File: src/common/dsm_pkg.sv
package dsm_pkg;

  // register port geometry
  localparam int ADDR_W  = 8;
  localparam int DATA_W  = 32;

  // register byte offsets
  localparam logic [ADDR_W-1:0] OFS_IN_STATUS  = 8'h00;
  localparam logic [ADDR_W-1:0] OFS_OUT_STATUS = 8'h04;
  localparam logic [ADDR_W-1:0] OFS_CONFIG     = 8'h08;
  localparam logic [ADDR_W-1:0] OFS_COUNT      = 8'h0C;
  localparam logic [ADDR_W-1:0] OFS_POSITION   = 8'h10;
  localparam logic [ADDR_W-1:0] OFS_SCALE      = 8'h14;
  localparam logic [ADDR_W-1:0] OFS_IRQ_STATUS = 8'h18;
  localparam logic [ADDR_W-1:0] OFS_IRQ_ENABLE = 8'h1C;
  localparam logic [ADDR_W-1:0] OFS_IRQ_CLEAR  = 8'h20;
  localparam logic [ADDR_W-1:0] OFS_MONITOR    = 8'h24;

  // configuration fields
  localparam int          CFG_W       = 2;
  localparam int          CFG_SRC_BIT = 0;
  localparam int          CFG_MON_BIT = 1;
  localparam logic [1:0]  CFG_RESET   = 2'h0;

  // encoder counter and unit conversion
  localparam int                 COUNT_W     = 32;
  localparam int                 SCALE_W     = 16;
  localparam int                 SCALE_SHIFT = 8;
  localparam logic [SCALE_W-1:0] SCALE_UNITY = 16'h0100;

  // quadrature phase steps (phase index difference, modulo four)
  localparam logic [1:0] PHASE_HOLD = 2'h0;
  localparam logic [1:0] PHASE_FWD  = 2'h1;
  localparam logic [1:0] PHASE_SKIP = 2'h2;
  localparam logic [1:0] PHASE_REV  = 2'h3;

  // interrupt bits
  localparam int IRQ_W       = 4;
  localparam int IRQ_ALARM   = 0;
  localparam int IRQ_READY   = 1;
  localparam int IRQ_TIMING  = 2;
  localparam int IRQ_ENC_ERR = 3;

  typedef struct packed {
    logic [ADDR_W-1:0] addr;
    logic [DATA_W-1:0] wdata;
    logic              wr;
    logic              rd;
  } bus_req_s;

  typedef struct packed {
    logic a;
    logic b;
  } quad_s;

  // raw driver-connector inputs, 1 = active
  typedef struct packed {
    logic alarm;
    logic pos_complete;
    logic limiting_condition;
    logic motor_moving;
    logic op_ready;
    logic timing_diff_input;
    logic timing_single_input;
    logic external_z_input;
  } drv_in_s;

  // input status word, bit 6 down to bit 0
  typedef struct packed {
    logic alarm;
    logic pos_complete;
    logic limiting_condition;
    logic motor_moving;
    logic op_ready;
    logic timing_combined;
    logic timing_single_input;
  } in_status_s;

  // system outputs toward the driver, bit 8 down to bit 0
  typedef struct packed {
    logic current_off_output;
    logic current_on_output;
    logic resolution_select;
    logic shaft_free;
    logic brake_release_output;
    logic data_select_bit0;
    logic data_select_bit1;
    logic data_select_bit2;
    logic torque_limit_release;
  } drv_out_s;

  localparam int IN_W  = $bits(in_status_s);
  localparam int OUT_W = $bits(drv_out_s);
  localparam int MON_W = IN_W + OUT_W;

endpackage

File: src/hw/quad_counter.sv
`timescale 1ns/100ps
module quad_counter (
  // clock and reset
  input  wire logic                        clock,
  input  wire logic                        rst,
  // selected encoder phases
  input  wire dsm_pkg::quad_s              phase_in,
  input  wire logic                        resync,
  // count and error
  output logic [dsm_pkg::COUNT_W-1:0]      count,
  output logic                             phase_error
);
  import dsm_pkg::*;

  quad_s              prev;
  quad_s              next_prev;
  logic [COUNT_W-1:0] next_count;
  logic               next_phase_error;
  logic [1:0]         delta;

  // gray position 00,01,11,10 mapped to 0..3
  function automatic logic [1:0] phase_of(input quad_s q);
    unique case ({q.a, q.b})
      2'b00: phase_of = 2'h0;
      2'b01: phase_of = 2'h1;
      2'b11: phase_of = 2'h2;
      2'b10: phase_of = 2'h3;
    endcase
  endfunction

  assign delta = phase_of(phase_in) - phase_of(prev);

  always_comb begin
    next_prev        = phase_in;
    next_count       = count;
    next_phase_error = 1'b0;
    if (!resync) begin
      unique case (delta)
        PHASE_FWD:  next_count = count + COUNT_W'(1);
        PHASE_REV:  next_count = count - COUNT_W'(1);
        PHASE_SKIP: next_phase_error = 1'b1;
        PHASE_HOLD: next_count = count;
      endcase
    end
  end

  always_ff @(posedge clock or posedge rst) begin
    if (rst) begin
      prev        <= '0;
      count       <= '0;
      phase_error <= 1'b0;
    end else begin
      prev        <= next_prev;
      count       <= next_count;
      phase_error <= next_phase_error;
    end
  end
endmodule // quad_counter

File: src/hw/unit_scaler.sv
`timescale 1ns/100ps
module unit_scaler (
  // clock and reset
  input  wire logic                        clock,
  input  wire logic                        rst,
  // raw count and gain
  input  wire logic [dsm_pkg::COUNT_W-1:0] count,
  input  wire logic [dsm_pkg::SCALE_W-1:0] scale,
  // user-unit result
  output logic [dsm_pkg::COUNT_W-1:0]      position
);
  import dsm_pkg::*;

  logic signed [COUNT_W+SCALE_W:0] product;
  logic        [COUNT_W-1:0]       next_position;

  // gain is unsigned fixed point with SCALE_SHIFT fraction bits
  always_comb begin
    product       = $signed(count) * $signed({1'b0, scale});
    next_position = product[SCALE_SHIFT +: COUNT_W];
  end

  always_ff @(posedge clock or posedge rst) begin
    if (rst) begin
      position <= '0;
    end else begin
      position <= next_position;
    end
  end
endmodule // unit_scaler

File: src/hw/driver_signal_monitor.sv
`timescale 1ns/100ps
module driver_signal_monitor (
  // clock and reset
  input  wire logic                         clock,
  input  wire logic                         rst,
  // register port
  input  wire dsm_pkg::bus_req_s            bus_req,
  output logic [dsm_pkg::DATA_W-1:0]        rdata,
  // driver connector
  input  wire dsm_pkg::drv_in_s             drv_in,
  input  wire dsm_pkg::drv_out_s            drv_out,
  input  wire dsm_pkg::quad_s               drv_enc,
  input  wire dsm_pkg::quad_s               ext_enc,
  // command source
  input  wire logic                         interactive_mode,
  // results
  output logic [dsm_pkg::COUNT_W-1:0]       feedback_position,
  output logic                              irq
);
  import dsm_pkg::*;

  in_status_s         in_q;
  in_status_s         next_in_q;
  drv_out_s           out_q;
  drv_out_s           next_out_q;
  logic [MON_W-1:0]   mon_q;
  logic [MON_W-1:0]   next_mon;
  logic [CFG_W-1:0]   cfg_q;
  logic [CFG_W-1:0]   next_cfg;
  logic               src_d;
  logic               next_src_d;
  logic [SCALE_W-1:0] scale_q;
  logic [SCALE_W-1:0] next_scale;
  logic [IRQ_W-1:0]   irq_status;
  logic [IRQ_W-1:0]   next_irq_status;
  logic [IRQ_W-1:0]   irq_en;
  logic [IRQ_W-1:0]   next_irq_en;
  logic [IRQ_W-1:0]   irq_event;
  logic [DATA_W-1:0]  next_rdata;
  logic [COUNT_W-1:0] encoder_count;
  logic               enc_phase_error;
  logic               resync;
  logic               wr_cfg;
  logic               wr_clear;
  logic               wr_enable;
  quad_s              enc_sel;

  assign wr_cfg    = bus_req.wr && bus_req.addr == OFS_CONFIG;
  assign wr_clear  = bus_req.wr && bus_req.addr == OFS_IRQ_CLEAR;
  assign wr_enable = bus_req.wr && bus_req.addr == OFS_IRQ_ENABLE;

  // signal status capture
  always_comb begin
    next_in_q.alarm               = drv_in.alarm;
    next_in_q.pos_complete        = drv_in.pos_complete;
    next_in_q.limiting_condition  = drv_in.limiting_condition;
    next_in_q.motor_moving        = drv_in.motor_moving;
    next_in_q.op_ready            = drv_in.op_ready;
    next_in_q.timing_single_input = drv_in.timing_single_input;
    next_in_q.timing_combined     = cfg_q[CFG_SRC_BIT] ? drv_in.external_z_input
                                                       : drv_in.timing_diff_input;
    next_out_q = drv_out;
    // live monitor gated by interactive mode and the CFG_MON_BIT config bit
    next_mon = mon_q;
    if (interactive_mode && cfg_q[CFG_MON_BIT]) begin
      next_mon = {out_q, in_q};
    end
  end

  always_ff @(posedge clock or posedge rst) begin
    if (rst) begin
      in_q  <= '0;
      out_q <= '0;
      mon_q <= '0;
    end else begin
      in_q  <= next_in_q;
      out_q <= next_out_q;
      mon_q <= next_mon;
    end
  end

  assign enc_sel = cfg_q[CFG_SRC_BIT] ? ext_enc : drv_enc;
  // first cycle on a new source only reloads the phase history
  assign resync  = cfg_q[CFG_SRC_BIT] != src_d;

  quad_counter u_counter (
    .clock       (clock),
    .rst         (rst),
    .phase_in    (enc_sel),
    .resync      (resync),
    .count       (encoder_count),
    .phase_error (enc_phase_error)
  );

  unit_scaler u_scaler (
    .clock    (clock),
    .rst      (rst),
    .count    (encoder_count),
    .scale    (scale_q),
    .position (feedback_position)
  );

  // configuration and interrupt registers
  always_comb begin
    next_cfg   = cfg_q;
    next_scale = scale_q;
    next_src_d = cfg_q[CFG_SRC_BIT];
    next_irq_en = irq_en;
    if (wr_cfg) begin
      next_cfg = bus_req.wdata[CFG_W-1:0];
    end
    if (bus_req.wr && bus_req.addr == OFS_SCALE) begin
      next_scale = bus_req.wdata[SCALE_W-1:0];
    end
    if (wr_enable) begin
      next_irq_en = bus_req.wdata[IRQ_W-1:0];
    end
    irq_event              = '0;
    irq_event[IRQ_ALARM]   = next_in_q.alarm && !in_q.alarm;
    irq_event[IRQ_READY]   = next_in_q.op_ready && !in_q.op_ready;
    irq_event[IRQ_TIMING]  = next_in_q.timing_combined && !in_q.timing_combined;
    irq_event[IRQ_ENC_ERR] = enc_phase_error;
    // set wins over a clear in the same cycle
    next_irq_status = irq_status | irq_event;
    if (wr_clear) begin
      next_irq_status = (irq_status & ~bus_req.wdata[IRQ_W-1:0]) | irq_event;
    end
  end

  always_ff @(posedge clock or posedge rst) begin
    if (rst) begin
      cfg_q      <= CFG_RESET;
      src_d      <= 1'b0;
      scale_q    <= SCALE_UNITY;
      irq_en     <= '0;
      irq_status <= '0;
    end else begin
      cfg_q      <= next_cfg;
      src_d      <= next_src_d;
      scale_q    <= next_scale;
      irq_en     <= next_irq_en;
      irq_status <= next_irq_status;
    end
  end

  assign irq = |(irq_status & irq_en);

  // read data, valid only in the cycle after the strobe
  always_comb begin
    next_rdata = '0;
    if (bus_req.rd) begin
      unique case (bus_req.addr)
        OFS_IN_STATUS:  next_rdata = DATA_W'(in_q);
        OFS_OUT_STATUS: next_rdata = DATA_W'(out_q);
        OFS_CONFIG:     next_rdata = DATA_W'(cfg_q);
        OFS_COUNT:      next_rdata = encoder_count;
        OFS_POSITION:   next_rdata = feedback_position;
        OFS_SCALE:      next_rdata = DATA_W'(scale_q);
        OFS_IRQ_STATUS: next_rdata = DATA_W'(irq_status);
        OFS_IRQ_ENABLE: next_rdata = DATA_W'(irq_en);
        OFS_MONITOR:    next_rdata = DATA_W'(mon_q);
        default:        next_rdata = '0;
      endcase
    end
  end

  always_ff @(posedge clock or posedge rst) begin
    if (rst) begin
      rdata <= '0;
    end else begin
      rdata <= next_rdata;
    end
  end
endmodule // driver_signal_monitor

File: config.mk
export PLATFORM = sky130hd
export DESIGN_NAME = driver_signal_monitor
export DESIGN_NICKNAME = d
export VERILOG_FILES = /design/src/common/dsm_pkg.sv /design/src/hw/quad_counter.sv /design/src/hw/unit_scaler.sv /design/src/hw/driver_signal_monitor.sv
export SDC_FILE = /design/constraint.sdc
export NUM_CORES = 1
export LEC_CHECK = 0
export BUFFER_PORTS_ARGS = -buffer_cell sky130_fd_sc_hd__buf_2
export CORE_UTILIZATION = 45
export CTS_CLUSTER_SIZE = 30
export DETAILED_ROUTE_END_ITERATION = 10
export PLACE_DENSITY = 0.61
export SETUP_SLACK_MARGIN = 0.05
export SLEW_MARGIN = 20
export SYNTH_ARGS = -nofsm -noshare
export SYNTH_HDL_FRONTEND = slang
export SYNTH_SLANG_ARGS = --single-unit
File: constraint.sdc
create_clock -name clock -period 5.8 [get_ports clock]
set_input_delay 0.29 -clock clock [delete_from_list [all_inputs] [get_ports clock]]
set_output_delay 0.29 -clock clock [all_outputs]
set_load 0.02 [all_outputs]
======== Yosys cells after proc, flatten, opt, wreduce, memory -nomap -nowiden ========
Cells that the tools add are included.
storage, ports and cells
  input port bits ......................... 66
  flip-flop bits (word level) ............. 158
  output and inout port bits .............. 65
  logic and storage cells ................. 84
operators by class
  bitwise logic cells ..................... 6
  reductions and logical operators ........ 17
  $add $sub $neg .......................... 3
  mux-type cells .......................... 10
  multipliers ............................. 1
  eq/ne operators ......................... 19
operators with widths
  cell                                                number
  case mux 32 bit (9 select lines)                    1
  case mux 32 bit (2 select lines)                    1
  multiplier 32 x 17 -> 40 bit                        1
  adder 32 x 1 -> 32 bit, second input constant       1
  == test 8 x 5 -> 1 bit, second input constant       4
  2-to-1 mux 32 bit                                   1
  subtractor 32 x 1 -> 32 bit, second input constant  1
  == test 8 x 4 -> 1 bit, second input constant       2
  == test 8 x 6 -> 1 bit, second input constant       2
  case mux 2 bit (4 select lines)                     2
  == test 2 bit, second input constant                6
  AND 4 bit                                           2
  == test 8 x 3 -> 1 bit, second input constant       1
  logical AND 1 bit                                   8
  logical NOT 8 bit                                   1
  bitwise OR 4 bit                                    2
  == test 2 x 1 -> 1 bit, second input constant       3
  logical NOT 2 bit                                   2
  2-to-1 mux 4 bit                                    1
  inverter 4 bit                                      1
  OR reduction 4 bit                                  1
  logical NOT 1 bit                                   3
  2-to-1 mux 1 bit                                    3
  2-to-1 mux 2 bit                                    1
  5 further kinds                                     5

======== Depth between registers and ports, before layout ========
  depth after elaboration ................. 7
  depth in mapped cells ................... 25

======== Modules after synthesis ========
Synthesis repeated with hierarchy kept, for this count alone.
second synthesis, totals
  cells, all modules ...................... 2431
  area, all modules ....................... 22630.5 µm²
modules (own cells, without submodules)
  module                 times used  sequential area each (µm²)  area each (µm²)  cells each
  unit_scaler            1           800.8                       15788.9          1758
  driver_signal_monitor  1           2278.4                      4068.9           342
  quad_counter           1           875.8                       2772.7           331

======== Worst setup path before layout ========
Ideal clock, no wire load.
  path kind ............................... flip-flop to flip-flop
  start ................................... register scale_q[8]
  end ..................................... register u_scaler.position[22] (netlist bit)
  setup slack ............................. -479 ps
  period minus slack after synthesis ...... 6279 ps
  stages on the path, launching flop included .. 26
  buffers on the path ..................... 2
  data required time ...................... 5720 ps
  arrival time ............................ 6199 ps
  path through ............................ dfstp_2 clkbuf_1 clkbuf_1 nand2_1 fa_1 inv_1 fa_1 inv_1 fa_1 inv_1 fa_1 fa_1 inv_1 fa_1 inv_1 ha_1 a21o_1 a21oi_1 o211ai_1 a31oi_2 o31a_2 o21ai_4 a311oi_2 o21bai_1 a21oi_1 xnor2_1
on the way
  word-level cells in the longest chain between the ends .. 1
ends and longest elaborated chain
  element                         line                          source
  from (decl)                     driver_signal_monitor.sv:32   logic [SCALE_W-1:0] scale_q;
  from (signal assigned)          driver_signal_monitor.sv:140  scale_q <= next_scale;
  multiplier 32 x 17 -> 40 bit    unit_scaler.sv:19             product = $signed(count) * $signed({1'b0, scale});
  named net u_scaler.product[30]  unit_scaler.sv:14             logic signed [COUNT_W+SCALE_W:0] product;
  to (signal assigned)            unit_scaler.sv:27             position <= next_position;
  to (decl)                       unit_scaler.sv:10             output logic [dsm_pkg::COUNT_W-1:0] position
The timed path passes the listed nets, and every way through them passes these cells.
A chain may end at the register's enable or synchronous reset.

======== Final worst setup path ========
  start ................................... register u_counter.count[7] (netlist bit)
  end ..................................... register u_scaler.position[29] (netlist bit)
on the way
  word-level cells in the longest chain between the ends .. 1
ends and longest elaborated chain
  element                         line                source
  from (decl)                     quad_counter.sv:10  output logic [dsm_pkg::COUNT_W-1:0] count,
  from (signal assigned)          quad_counter.sv:54  count <= next_count;
  multiplier 32 x 17 -> 40 bit    unit_scaler.sv:19
  named net u_scaler.product[37]  unit_scaler.sv:14
The timed path passes the listed nets, and every way through them passes these cells.

==> qor.csv <==
metric;value;unit
pin count of the biggest net entering global routing;92;
Final Skew;0.0173;ns
Lkg Pwr;12.9;nW
yosys warns;0;
source-to-sink clock delay at the later pin of the worst-skew pair;0.47;ns
antenna violations before repair;2;
area used by multi-input combinational logic;16100;sq um
number of primary I/O pins;131;
number of unique standard cell types used by synthesis;71;
Die Span X;224;um
element type at the critical path start;flip-flop;
floorplan die area;50100;sq um
area taken by flip-flops and latches;3960;sq um
Worst Setup Slack post-DPL;-0.414;ns
DP HPWL;49700;um
synthesized area;22100;sq um
vias in the first global route;18200;
DRC violations left;0;
crit path time final;6.12;ns
fraction of layout instances using a drive strength above 1;17.5;%
depth of the worst register-to-register path;22;
Slew Limit Headroom;33.6;%
net count of the finished layout;3187;
#FFs+latches synth;158;
number of nets with antenna violations after routing;0;
Pre-antenna DRT Iters;6;
Clock Tree Buf Depth;2;
mean area per synthesized cell;9.38;sq um
Tightest Hold Check Type;in -> async;
number of H-tree branching levels;4;
CP endpoint kind;flip-flop;
Met1 Routed Length;25000;um
vertical die dimension;224;um
number of flops mapped to enable cells by yosys;0;
routed wire length on met2;30700;um
via total after detailed routing;16700;
Layout fillers;4318;
# Max-Cap Violations;0;
DRC marker count from the first detailed-route iteration;1102;
tightest hold margin;-0.0362;ns
Data required, critical path;6.15;ns
kind of critical path;reg -> reg;
total wire length;60900;um
part of the Yosys area used for sequential elements;17.9;%
TritonCTS sink count;158;
clk root buf;sky130_fd_sc_hd__clkbuf_16;
placer congestion estimate;0.883;
number of clock buffers inserted by TritonCTS;17;
signal arrival time at the worst endpoint;6.47;ns
core area;48100;sq um
met3 wire len;3610;um
via/cell ratio;5.14;
global-route total usage across every layer;25.9;%
total overflow reported by the global router;0;
DP Cell Count;3191;
run status;complete, but fails checks;
fraction of registers with async set/reset;100;%
setup slack of the worst register-to-register path;-0.32;ns
global-route wire length before repair;99200;um
area grow syn2layout;15.5;%
Initial Utilization;46.0;%
setup repair after global routing missed its margin;yes;
final slew viol count;0;
clock tree from TritonCTS;yes;
routed length per placed instance;18.8;um
power per cell area;286;nW/um^2
actual slew at the worst max-slew pin;0.992;ns
Final WS setup;-0.320;ns
f_max;163;MHz
Antenna Diode Count;0;
final cell count without fillers;3250;
std cell rows;80;
violations in the final reports;hold timing, setup timing;
Pwr Total;7.32;mW
clock slew seen by the registers of the worst setup and hold paths;0.08;ns
Setup Viol. Count Final;16;
Net Count, Synth;2967;
peak ir drop on the vdd network;0.000264;V
count of input and output buffers;114;
prevailing post-synth register cell;sky130_fd_sc_hd__dfrtp_1;
share of the clock period used by the worst path after layout;106;%
Max Fanout on Critical Path;6;
number of instances in the synthesized netlist;2361;
Final Hold Viols;6;
uppermost metal layer occupied by signal nets;met5;
[critical path, cell delays in order (launching register included)]
cell                      delay, ns
sky130_fd_sc_hd__dfrtp_1       0.43
sky130_fd_sc_hd__buf_4         0.19
sky130_fd_sc_hd__and2_1        0.15
sky130_fd_sc_hd__fa_1          0.48
sky130_fd_sc_hd__inv_1         0.05
sky130_fd_sc_hd__fa_1          0.49
sky130_fd_sc_hd__fa_1          0.53
sky130_fd_sc_hd__inv_1         0.06
sky130_fd_sc_hd__fa_1          0.49
sky130_fd_sc_hd__fa_1          0.49
sky130_fd_sc_hd__inv_1         0.06
sky130_fd_sc_hd__fa_1          0.48
sky130_fd_sc_hd__inv_1         0.06
sky130_fd_sc_hd__ha_4          0.28
sky130_fd_sc_hd__and3_1        0.22
sky130_fd_sc_hd__a31oi_2       0.16
sky130_fd_sc_hd__o31a_4        0.32
sky130_fd_sc_hd__o21ai_4       0.27
sky130_fd_sc_hd__a31oi_4       0.19
sky130_fd_sc_hd__buf_6         0.17
sky130_fd_sc_hd__o21ai_4       0.20
sky130_fd_sc_hd__o22ai_2       0.11
sky130_fd_sc_hd__xnor2_1       0.13
[kinds of logic (layout without fill, tap and decap cells)]
logic type               after synthesis  in the layout  share of synthesized area, %
multiplexers                          44             44                          2.21
AO/OA/AOI/OAI                        228            228                          7.30
XOR/XNOR                              74             74                          2.93
buffers and inverters                622            855                          10.6
flip-flops                           158            158                          17.9
adder cells (fa/ha/maj)              540            540                          44.4
AND/OR/NAND/NOR                      695            695                          14.7
[repair_timing]
| action | in CTS | in global routing |
|---|---|---|
| setup endpoints to repair | 17 | 20 |
| gates resized for setup | 31 | 25 |
| setup buffers | 10 | 2 |
| hold buffers | 15 | 0 |
| pin swaps | 12 | 9 |
| hold endpoints to repair | 15 | 0 |
[report_power, final]
group          internal, mW  total (mW)  switching, mW
Clock                 0.578        1.17          0.589
Sequential             1.36        1.73          0.374
Combinational          1.88        4.43           2.55
[worst paths after layout]
path	start	end
min reg2reg	u_counter.phase_error$_DFF_PP0_	irq_status[3]$_DFF_PP0_
max	u_counter.count[7]$_DFFE_PP0P_	u_scaler.position[29]$_DFF_PP0_
max reg2reg	u_counter.count[7]$_DFFE_PP0P_	u_scaler.position[29]$_DFF_PP0_
max in group asynchronous	rst	u_scaler.position[7]$_DFF_PP0_
min	rst	rdata[27]$_DFF_PP0_
min in group clock	bus_req[17]	scale_q[15]$_DFFE_PP0P_
[metrics by stage]
step / setup TNS (ns) / util, % / cell area (sq um)
final: -3.35 / 53.1 / 25600
after global routing: -7.98 / 53.1 / 25600
after floorplan: 0 / - / 22200
after global placement: -2.66 / 50.9 / 24500
after CTS: -3.34 / 52.8 / 25400
after detailed placement: -3.51 / 50.9 / 24500
[layout by cell type (no fill, tap or decap), drive strengths merged, types with 26 or more instances in the layout]
cell / synthesis / final
a21oi: 46 / 46
a22oi: 26 / 26
and2: 187 / 187
buf: 0 / 307
dfrtp: 157 / 157
fa: 410 / 410
ha: 130 / 130
inv: 501 / 510
mux2: 40 / 40
nand2: 375 / 375
nor2: 67 / 67
o21ai: 54 / 54
xnor2: 53 / 53
[cells in the mapped netlist, drive strengths merged (8+ instances only)]
master / n / share of area, %
a22oi: 26 / 0.88
clkbuf: 121 / 2.1
a21oi: 46 / 1.1
xor2: 21 / 0.83
mux2: 40 / 2.0
nand2: 375 / 6.4
inv: 501 / 8.5
dfrtp: 157 / 18
a222oi: 15 / 0.68
nor2: 67 / 1.1
a31oi: 13 / 0.46
nand2b: 8 / 0.23
o21bai: 9 / 0.34
fa: 410 / 37
nand3: 9 / 0.20
o21ai: 54 / 1.3
and3: 8 / 0.24
o21a: 10 / 0.34
and2: 187 / 5.3
nor3: 14 / 0.32
xnor2: 53 / 2.1
a21o: 20 / 0.68
ha: 130 / 7.3
[flip-flops by register name (all words and copies together) (netlist names)]
| name | cells |
|---|---|
| u_scaler.position | 32 |
| cfg_q | 2 |
| rdata | 32 |
| u_counter.prev | 2 |
| src_d | 1 |
| u_counter.count | 32 |
| mon_q | 16 |
| irq_status | 4 |
| in_q | 7 |
| scale_q | 16 |
| u_counter.phase_error | 1 |
| out_q | 9 |
| irq_en | 4 |
[metal layers]
layer | vias to the layer above | GRT usage (%)
met1 | 8571 | 33.2
met4 | 2 | 7.22
li1 | 7546 | -
met5 | - | 0
met2 | 496 | 44.4
met3 | 104 | 5.05
[layout make-up]
| cell class | instances | share of cell area (%) |
|---|---|---|
| clock buffers | 17 | 1.66 |
| clock inverters | 15 | 0.631 |
| inverters | 501 | 7.37 |
| well taps | 656 | 3.21 |
| repair buffers | 322 | 8.83 |
| multi-input cells | 1581 | 62.8 |
| flip-flops and latches | 158 | 15.5 |
No activity file was read; power rests on OpenSTA's default activity.
